### src/cmc_pkg.sv
// constants and types shared by the operating mode controller
// Functional notes
// - hardware reset leaves controller asleep
// - acknowledge bits set only once mode entered
// - normal mode when both acknowledges clear
// - wait eleven recessive bits before normal
// - init acknowledge clears only after leaving init
// - init mode halts traffic, transmit held recessive
// - entering init keeps configuration untouched
// - asleep, clock stopped, status bits frozen
// - init request while asleep not acknowledged
// - wake on software clear or bus activity
// - auto wakeup clears sleep request itself
// - wakeup interrupt on activity, even auto
// - synchronize before clearing sleep acknowledge
// - test selection latched in init, runs normal
// - silent mode receives, transmits only recessive
// - silent dominant bits fed back internally
// - loopback frames received as own frames
// - loopback ignores ack errors, pin disregarded
// - combined mode: rx disconnected, tx recessive

`default_nettype none

package cmc_pkg;

   localparam int unsigned CMC_IDLE_BITS = 11;
   localparam int unsigned CMC_IDLE_CNT_W = 4;

   localparam logic CMC_RECESSIVE = 1'h1;
   localparam logic CMC_DOMINANT = 1'h0;

   localparam logic CMC_SLEEP_REQ_RST = 1'h1;
   localparam logic CMC_SLEEP_ACK_RST = 1'h1;
   localparam logic CMC_INIT_ACK_RST = 1'h0;
   localparam logic CMC_SILENT_RST = 1'h0;
   localparam logic CMC_LOOPBACK_RST = 1'h0;
   localparam logic CMC_WAKE_IRQ_RST = 1'h0;
   localparam logic CMC_RX_PREV_RST = 1'h1;

   typedef enum logic [4:0] {
      CMC_ST_SLEEP = 5'h01,
      CMC_ST_INIT = 5'h02,
      CMC_ST_SYNC = 5'h04,
      CMC_ST_WAKE = 5'h08,
      CMC_ST_NORMAL = 5'h10
   } cmc_state_t;

   localparam cmc_state_t CMC_STATE_RST = CMC_ST_SLEEP;

endpackage

`default_nettype wire

### src/cmc_idle_counter.sv
// counter of consecutive recessive bit samples for bus synchronisation
`timescale 1ns/1ps
`default_nettype none

module cmc_idle_counter #(
   parameter int unsigned IDLE_BITS = cmc_pkg::CMC_IDLE_BITS,
   parameter int unsigned CNT_W = cmc_pkg::CMC_IDLE_CNT_W
)(
   input wire logic clk,
   input wire logic reset,
   input wire logic restart,
   input wire logic sample_strobe,
   input wire logic rx_level,
   output logic bus_idle
);

   localparam logic [CNT_W-1:0] LAST = CNT_W'(IDLE_BITS - 1);

   logic [CNT_W-1:0] count_q;
   logic idle_q;

   always_ff @(posedge clk or posedge reset)
   begin
      if (reset)
      begin
         count_q <= '0;
         idle_q <= 1'h0;
      end
      else if (restart)
      begin
         count_q <= '0;
         idle_q <= 1'h0;
      end
      else if (sample_strobe && !idle_q)
      begin
         if (rx_level == cmc_pkg::CMC_DOMINANT)
            count_q <= '0;
         else if (count_q == LAST)
            idle_q <= 1'h1;
         else
            count_q <= count_q + CNT_W'(1);
      end
   end

   assign bus_idle = idle_q;

endmodule

`default_nettype wire

### src/cmc_mode_ctrl.sv
// operating mode controller: init, normal, sleep, wake and test routing
`timescale 1ns/1ps
`default_nettype none

module cmc_mode_ctrl #(
   parameter int unsigned IDLE_BITS = cmc_pkg::CMC_IDLE_BITS,
   parameter int unsigned IDLE_CNT_W = cmc_pkg::CMC_IDLE_CNT_W
)(
   input wire logic clk,
   input wire logic reset,
   input wire logic init_request,
   input wire logic sleep_request_wr,
   input wire logic sleep_request_wdata,
   input wire logic auto_wakeup_enable,
   input wire logic wakeup_irq_enable,
   input wire logic silent_select,
   input wire logic loopback_select,
   input wire logic bit_sample_strobe,
   input wire logic core_tx,
   input wire logic bus_receive_pin,
   output logic sleep_request,
   output logic init_acknowledge,
   output logic sleep_acknowledge,
   output logic normal_mode,
   output logic wakeup_irq,
   output logic core_clock_enable,
   output logic core_bus_enable,
   output logic core_tx_start_enable,
   output logic core_ignore_ack_error,
   output logic test_silent,
   output logic test_loopback,
   output logic core_rx,
   output logic bus_transmit_pin
);

   cmc_pkg::cmc_state_t state_q;
   cmc_pkg::cmc_state_t state_d;

   logic sleep_request_q;
   logic init_ack_q;
   logic sleep_ack_q;
   logic normal_q;
   logic wakeup_irq_q;
   logic clock_en_q;
   logic bus_en_q;
   logic tx_start_en_q;
   logic ignore_ack_q;
   logic silent_q;
   logic loopback_q;
   logic rx_prev_q;

   logic bus_activity;
   logic sync_restart;
   logic bus_idle;
   logic halt_tx;

   // modes in which the core must stay off the bus
   function automatic logic is_halted(input cmc_pkg::cmc_state_t st);
   begin
      is_halted = (st != cmc_pkg::CMC_ST_NORMAL);
   end
   endfunction

   // modes in which the recessive bit count is running
   function automatic logic is_syncing(input cmc_pkg::cmc_state_t st);
   begin
      is_syncing = (st == cmc_pkg::CMC_ST_SYNC) || (st == cmc_pkg::CMC_ST_WAKE);
   end
   endfunction

   // sleep decode, shared by ack, normal flag and clock gate
   function automatic logic is_sleeping(input cmc_pkg::cmc_state_t st);
   begin
      is_sleeping = (st == cmc_pkg::CMC_ST_SLEEP);
   end
   endfunction

   // init decode, shared by ack and normal flag
   function automatic logic is_init(input cmc_pkg::cmc_state_t st);
   begin
      is_init = (st == cmc_pkg::CMC_ST_INIT);
   end
   endfunction

   // activity means a fresh dominant edge on the raw pin; the core clock is
   // stopped so bit strobes cannot be trusted here
   assign bus_activity = (state_q == cmc_pkg::CMC_ST_SLEEP)
                         && (rx_prev_q == cmc_pkg::CMC_RECESSIVE)
                         && (bus_receive_pin == cmc_pkg::CMC_DOMINANT);

   assign sync_restart = !is_syncing(state_q);
   assign halt_tx = is_halted(state_q);

   // next mode
   always_comb
   begin
      state_d = state_q;
      case (state_q)
         cmc_pkg::CMC_ST_SLEEP:
         begin
            // init request is ignored while asleep
            if (!sleep_request_q)
               state_d = cmc_pkg::CMC_ST_WAKE;
         end
         cmc_pkg::CMC_ST_INIT:
         begin
            if (!init_request && sleep_request_q)
               state_d = cmc_pkg::CMC_ST_SLEEP;
            else if (!init_request)
               state_d = cmc_pkg::CMC_ST_SYNC;
         end
         cmc_pkg::CMC_ST_SYNC:
         begin
            if (init_request)
               state_d = cmc_pkg::CMC_ST_INIT;
            else if (sleep_request_q)
               state_d = cmc_pkg::CMC_ST_SLEEP;
            else if (bus_idle)
               state_d = cmc_pkg::CMC_ST_NORMAL;
         end
         cmc_pkg::CMC_ST_WAKE:
         begin
            if (sleep_request_q)
               state_d = cmc_pkg::CMC_ST_SLEEP;
            else if (bus_idle && init_request)
               state_d = cmc_pkg::CMC_ST_INIT;
            else if (bus_idle)
               state_d = cmc_pkg::CMC_ST_NORMAL;
         end
         cmc_pkg::CMC_ST_NORMAL:
         begin
            if (init_request)
               state_d = cmc_pkg::CMC_ST_INIT;
            else if (sleep_request_q)
               state_d = cmc_pkg::CMC_ST_SLEEP;
         end
         default:
         begin
            state_d = cmc_pkg::CMC_STATE_RST;
         end
      endcase
   end

   always_ff @(posedge clk or posedge reset)
   begin
      if (reset)
      begin
         state_q <= cmc_pkg::CMC_STATE_RST;
      end
      else
      begin
         state_q <= state_d;
      end
   end

   // sleep request: software writes, hardware clears on auto wakeup;
   // a software write in the same cycle wins
   always_ff @(posedge clk or posedge reset)
   begin
      if (reset)
      begin
         sleep_request_q <= cmc_pkg::CMC_SLEEP_REQ_RST;
      end
      else if (sleep_request_wr)
      begin
         sleep_request_q <= sleep_request_wdata;
      end
      else if (bus_activity && auto_wakeup_enable)
      begin
         sleep_request_q <= 1'h0;
      end
   end

   // acknowledges follow the mode actually reached, on the same edge as the state;
   // registered from next state so software never sees a half entered mode
   always_ff @(posedge clk or posedge reset)
   begin
      if (reset)
      begin
         init_ack_q <= cmc_pkg::CMC_INIT_ACK_RST;
      end
      else
      begin
         init_ack_q <= is_init(state_d);
      end
   end

   // sleep ack set on entry, held through the wake sync, then cleared
   always_ff @(posedge clk or posedge reset)
   begin
      if (reset)
      begin
         sleep_ack_q <= cmc_pkg::CMC_SLEEP_ACK_RST;
      end
      else if (is_sleeping(state_d))
      begin
         sleep_ack_q <= 1'h1;
      end
      else if (state_d != cmc_pkg::CMC_ST_WAKE)
      begin
         sleep_ack_q <= 1'h0;
      end
   end

   // normal exactly when neither acknowledge is set; decoded from the
   // same next state as the acks so the three never disagree
   always_ff @(posedge clk or posedge reset)
   begin
      if (reset)
      begin
         normal_q <= 1'h0;
      end
      else
      begin
         normal_q <= !is_init(state_d)
                     && !is_sleeping(state_d)
                     && (state_d != cmc_pkg::CMC_ST_WAKE);
      end
   end

   // wakeup interrupt pulse, independent of auto wakeup
   always_ff @(posedge clk or posedge reset)
   begin
      if (reset)
      begin
         wakeup_irq_q <= cmc_pkg::CMC_WAKE_IRQ_RST;
      end
      else
      begin
         wakeup_irq_q <= bus_activity && wakeup_irq_enable;
      end
   end

   // resets to recessive so a bus already dominant at release of reset is taken as activity
   always_ff @(posedge clk or posedge reset)
   begin
      if (reset)
      begin
         rx_prev_q <= cmc_pkg::CMC_RX_PREV_RST;
      end
      else
      begin
         rx_prev_q <= bus_receive_pin;
      end
   end

   // core clock gate; status and acks are frozen while it is low
   always_ff @(posedge clk or posedge reset)
   begin
      if (reset)
      begin
         clock_en_q <= 1'h0;
      end
      else
      begin
         clock_en_q <= !is_sleeping(state_d);
      end
   end

   // bus traffic only in normal mode, never while halted
   always_ff @(posedge clk or posedge reset)
   begin
      if (reset)
      begin
         bus_en_q <= 1'h0;
      end
      else
      begin
         bus_en_q <= !is_halted(state_d);
      end
   end

   // silent mode may answer on the bus only through internal feedback
   always_ff @(posedge clk or posedge reset)
   begin
      if (reset)
      begin
         tx_start_en_q <= 1'h0;
      end
      else
      begin
         tx_start_en_q <= !is_halted(state_d) && !silent_q;
      end
   end

   // one cycle behind the latched loopback bit, harmless as it only
   // changes in init
   always_ff @(posedge clk or posedge reset)
   begin
      if (reset)
      begin
         ignore_ack_q <= 1'h0;
      end
      else
      begin
         ignore_ack_q <= loopback_q;
      end
   end

   // test selection is sampled only in init so a live frame never sees
   // its routing change; other configuration is never touched by modes
   always_ff @(posedge clk or posedge reset)
   begin
      if (reset)
      begin
         silent_q <= cmc_pkg::CMC_SILENT_RST;
         loopback_q <= cmc_pkg::CMC_LOOPBACK_RST;
      end
      else if (state_q == cmc_pkg::CMC_ST_INIT)
      begin
         silent_q <= silent_select;
         loopback_q <= loopback_select;
      end
   end

   cmc_idle_counter #(
      .IDLE_BITS(IDLE_BITS),
      .CNT_W(IDLE_CNT_W)
   ) u_idle (
      .clk(clk),
      .reset(reset),
      .restart(sync_restart),
      .sample_strobe(bit_sample_strobe),
      .rx_level(core_rx),
      .bus_idle(bus_idle)
   );

   cmc_pin_mux u_mux (
      .clk(clk),
      .reset(reset),
      .halt_tx(halt_tx),
      .silent(silent_q),
      .loopback(loopback_q),
      .core_tx(core_tx),
      .pin_rx(bus_receive_pin),
      .pin_tx(bus_transmit_pin),
      .core_rx(core_rx)
   );

   assign sleep_request = sleep_request_q;
   assign init_acknowledge = init_ack_q;
   assign sleep_acknowledge = sleep_ack_q;
   assign normal_mode = normal_q;
   assign wakeup_irq = wakeup_irq_q;
   assign core_clock_enable = clock_en_q;
   assign core_bus_enable = bus_en_q;
   assign core_tx_start_enable = tx_start_en_q;
   assign core_ignore_ack_error = ignore_ack_q;
   assign test_silent = silent_q;
   assign test_loopback = loopback_q;

endmodule

`default_nettype wire

### src/cmc_pin_mux.sv
// registered routing of bus pins and core bits for the test modes
`timescale 1ns/1ps
`default_nettype none

module cmc_pin_mux (
   input wire logic clk,
   input wire logic reset,
   input wire logic halt_tx,
   input wire logic silent,
   input wire logic loopback,
   input wire logic core_tx,
   input wire logic pin_rx,
   output logic pin_tx,
   output logic core_rx
);

   logic pin_tx_q;
   logic core_rx_q;
   logic tx_bit;

   // core output is forced recessive while halted so loopback sees idle
   assign tx_bit = halt_tx ? cmc_pkg::CMC_RECESSIVE : core_tx;

   always_ff @(posedge clk or posedge reset)
   begin
      if (reset)
         pin_tx_q <= cmc_pkg::CMC_RECESSIVE;
      else if (silent)
         pin_tx_q <= cmc_pkg::CMC_RECESSIVE;
      else
         pin_tx_q <= tx_bit;
   end

   always_ff @(posedge clk or posedge reset)
   begin
      if (reset)
         core_rx_q <= cmc_pkg::CMC_RECESSIVE;
      else if (loopback)
         core_rx_q <= tx_bit;
      else if (silent)
         core_rx_q <= pin_rx & tx_bit;
      else
         core_rx_q <= pin_rx;
   end

   assign pin_tx = pin_tx_q;
   assign core_rx = core_rx_q;

endmodule

`default_nettype wire

### config.mk
export PLATFORM = sky130hd
export DESIGN_NAME = cmc_mode_ctrl
export DESIGN_NICKNAME = d
export VERILOG_FILES = /design/src/cmc_pkg.sv /design/src/cmc_idle_counter.sv /design/src/cmc_mode_ctrl.sv /design/src/cmc_pin_mux.sv
export SDC_FILE = /design/constraint.sdc
export NUM_CORES = 1
export LEC_CHECK = 0
export BUFFER_PORTS_ARGS = -buffer_cell sky130_fd_sc_hd__clkbuf_2
export CAP_MARGIN = 5
export CORE_MARGIN = 2
export CORE_UTILIZATION = 40
export CTS_CLUSTER_DIAMETER = 40
export DETAILED_ROUTE_END_ITERATION = 10
export GPL_TIMING_DRIVEN = 0
export PLACE_DENSITY = 0.65
export SETUP_SLACK_MARGIN = 0.5
export SLEW_MARGIN = 5
export SYNTH_ARGS = -nofsm -noshare
export SYNTH_HDL_FRONTEND = slang
export SYNTH_SLANG_ARGS = --single-unit
### constraint.sdc
create_clock -name clk -period 1.9 [get_ports clk]
set_input_delay 0.38 -clock clk [delete_from_list [all_inputs] [get_ports clk]]
set_output_delay 0.38 -clock clk [all_outputs]
set_load 0.02 [all_outputs]
==> summary.md <==
| Metric | Value |
|---|---|
| Area Growth Syn to Fin | `31.7%` |
| Root Buffer | `clkbuf_4` |
| Setup TNS | `0 ns` |
| Endpoints failing hold | `0` |
| FMAX | `627 MHz` |
| CTS max path bufs | `2` |
| GR Util All Layers | `15.4%` |
| Hold Buf Count CTS | `0` |
| Yosys cell types | `42` |
| CP Capture Type | `flop` |
| Finished Layout Cells | `about 180` |
| Syn_nets | `125` |
| Crit path time final | `between 1.5 and 2 ns` |
| Seq cells post-synth | `24` |
| VDD IR max | `about 580 uV` |
| Storage cell area | `608 um2` |
| Status | `completed` |
| Period Utilization, post-route | `83.9%` |
| Share of the synthesized area in the top cell type | `37.7%` |
| Antenna violations before repair | `0` |
| Hold crit path type | `primary input to flop` |
| Most used DFF post-synth | `dfrtp_1` |
| GP Congestion | `0.729` |
| Worst Hold Slack | `0.167 ns` |
| # rows | `19` |
| DIE AREA | `3440 um2` |
| Top cells by area, synth | `dfrtp_1 38%, dfstp_2 13%, a21oi_1 2.9%, nor2_1 2.8%, nand2b_1 2.6%` |
| Area occupied by multi-input gates | `597 um2` |
| FFs w/ async S/R, synth | `100%` |
| Core footprint | `2810 um2` |
| Pwr/cell area | `1010 nW/um2` |
| Fin. max-slew vios | `0` |
| GR Overflow Total | `0` |
| Clk sinks | `24` |
| Worst-path clk slew | `roughly 0.14 ns` |
| Placed Cells | `166` |
| Worst slew pin tran | `0.866 ns` |
| Crit-path cells | `buf_6, buf_4, nor2b_1, a2bb2oi_1, o21bai_4, o22a_1` |
| Layout Utilization | `56.1%` |
| Ant diodes | `0` |
| First-pass DRT Iterations | `4` |
| Setup violations, final | `0` |
| CP Data Arrival Time | `1.82 ns` |
| Inserted Clock Buffers | `3` |
| Register area share after synthesis | `50.9%` |
| Final nets | `160` |
| Synth warnings | `0` |
| Vias | `between 900 and 1000` |
| R2r worst-path depth | `6` |
| Drt drc | `0` |
| Total power | `0.00159 W` |
| Clock Latency Late Sink | `0.32 ns` |
| H-tree Lvls | `1` |
| Die H | `just under 60 um` |
| Hold Path Stages | `1` |
| Number of flops mapped to enable cells by yosys | `0` |
| Reg with most FFs | `state_q` |
| Worst rel slew slack | `a little over two fifths` |
| Gate Count Post-Synth | `111` |
| I/O pin count | `25` |
| RSZ-0062 raised after global routing | `true` |
| Drt via density | `5.36` |
| Detail Route Antenna Nets | `0` |
| Mapped Area | `1190 um2` |
| Mean routed wirelength per cell | `14.0 um` |
| Largest net degree at the start of global routing | `25` |
| Crit-path slowest cell | `dfstp_2` |
| Largest regs | `state_q x5, u_idle.count_q x4` |
| Initial core utilization | `42.6%` |
| Final wirelength | `2.46 mm` |
| Post-synth top area cell | `dfrtp_1` |
| Max-cap viol count | `0` |
| Number of global-route vias before repair | `933` |
| Crit path max fanout | `9` |
| CTS tree | `done` |
| DRT iter0 DRCs | `40` |
| Pleak | `0.710 nW` |
| Die X-Extent | `58.7 um` |
| Max FFs per register | `5` |
| Critical path class | `flop to flop` |
| HPWL Detailed | `around 1.7 mm` |
| Reg-to-reg slack, setup | `0.31 ns` |
| Syn Area/Cell | `10.8 um2` |
| Clock Skew | `0.00889 ns` |
| Fill cell count | `241` |
| CP required | `roughly 2.1 ns` |
| First-pass GRT wire length | `4.03 mm` |
| Fraction of layout cells with a size suffix above 1 | `45.5%` |
| Port bufs | `24` |
| Nature of the critical path startpoint | `flop` |
| Max stage delay on crit path | `0.56 ns` |
layout make-up:
type | count | share of cell area, %
multi-input cells | 76 | 37.9
well taps | 31 | 2.46
repair buffers | 30 | 12.8
inverters | 5 | 1.19
clock inverters | 1 | 1.91
clock buffers | 3 | 1.43
flip-flops and latches | 24 | 38.6
plain buffers | 6 | 3.66
synthesized netlist by cell type, types with 2 or more instances:
cell        n
o21a_1      2
buf_2       3
nand2b_1    5
nor4_1      2
nand3_1     3
dfstp_2     6
mux2_2      2
inv_1       5
nand2_1     2
nor2b_1     3
or4_1       2
o21ai_0     5
buf_6       2
nand4b_1    2
nor2_1      9
nor3_1      2
xnor2_1     2
or2_2       2
a2bb2oi_1   2
a21oi_1     7
ha_1        2
o22a_1      2
nor4b_1     2
and4b_1     2
dfrtp_1    18
per-stage QoR:
| step | instance area, um2 | setup slack, ns |
|---|---|---|
| 4_1_cts | 1500 | 0.316 |
| 3_3_place_gp | 1370 | 0.266 |
| 3_5_place_dp | 1370 | 0.239 |
| 2_1_floorplan | 1210 | 0.360 |
| 5_1_grt | 1570 | 0.203 |
| 6_report | 1570 | 0.306 |
path summary, 6_finish.rpt:
path,start,end
min in group asynchronous,reset,u_idle.count_q[1]$_DFFE_PP0P_
max in group asynchronous,reset,state_q[4]$_DFF_PP0_
worst max-delay path,state_q[0]$_DFF_PP1_,core_clock_enable$_DFF_PP0_
worst min register to register,test_loopback$_DFFE_PP0P_,core_ignore_ack_error$_DFF_PP0_
worst min-delay path,bus_receive_pin,rx_prev_q$_DFF_PP1_
worst max register to register,state_q[0]$_DFF_PP1_,core_clock_enable$_DFF_PP0_
critical path: cells and delay by family, from the launching register on:
family / cells / cell delay [ns]
simple gates: 1 / 0.14
compound gates: 3 / 0.55
buf+inv: 2 / 0.24
flops: 1 / 0.56
per-layer routing:
layer  vias to the layer above  routed length (um)  GRT usage [%]
li1                        469                   -              -
met1                       439                1080           20.5
met2                        27                1220           25.0
met3                         8                  92           2.86
met4                         0                  64           5.84
met5                         -                   0              0
placed cells by master, fill, tap and decap left out, types with 2 or more instances in the layout:
| cell | count |
|---|---|
| buf_4 | 6 |
| nand3_1 | 2 |
| mux2_2 | 2 |
| and4b_1 | 2 |
| nand2_1 | 2 |
| clkbuf_4 | 4 |
| inv_1 | 4 |
| nor2b_1 | 3 |
| a21oi_1 | 4 |
| xnor2_1 | 2 |
| o21a_1 | 2 |
| clkbuf_2 | 20 |
| nor2_2 | 2 |
| dfrtp_1 | 18 |
| buf_8 | 3 |
| a2bb2oi_1 | 2 |
| nand2b_1 | 5 |
| o21ai_0 | 4 |
| ha_1 | 2 |
| or2_2 | 2 |
| buf_6 | 5 |
| dfstp_2 | 6 |
| nand4b_1 | 2 |
| a21oi_2 | 3 |
| o22a_1 | 2 |
| nor2_1 | 6 |
power breakdown:
part           total, W  internal, W  switching [W]
clock network  0.000371     0.000213       0.000157
registers      0.000619     0.000583      0.0000361
logic          0.000599     0.000296       0.000303
cells by family after synthesis:
logic type,Yosys count,share of synthesized area [%]
AOI/OAI and AO/OA,26,15.3
xor gates and xnor gates,3,2.20
buffers and inverters,11,5.34
and+or+nand+nor,42,21.5
muxes,3,2.72
DFF,24,50.9
adders and majority gates,2,2.09
timing repair:
| item | 4_1_cts | 5_1_grt |
|---|---|---|
| setup endpoints to repair | 16 | 26 |
| buffers inserted | 4 | 2 |
| endpoints found under the hold margin | 0 | 0 |
| pin swaps | 6 | 5 |
| gates resized for setup | 11 | 18 |
Power figures use the tool's default switching activity.
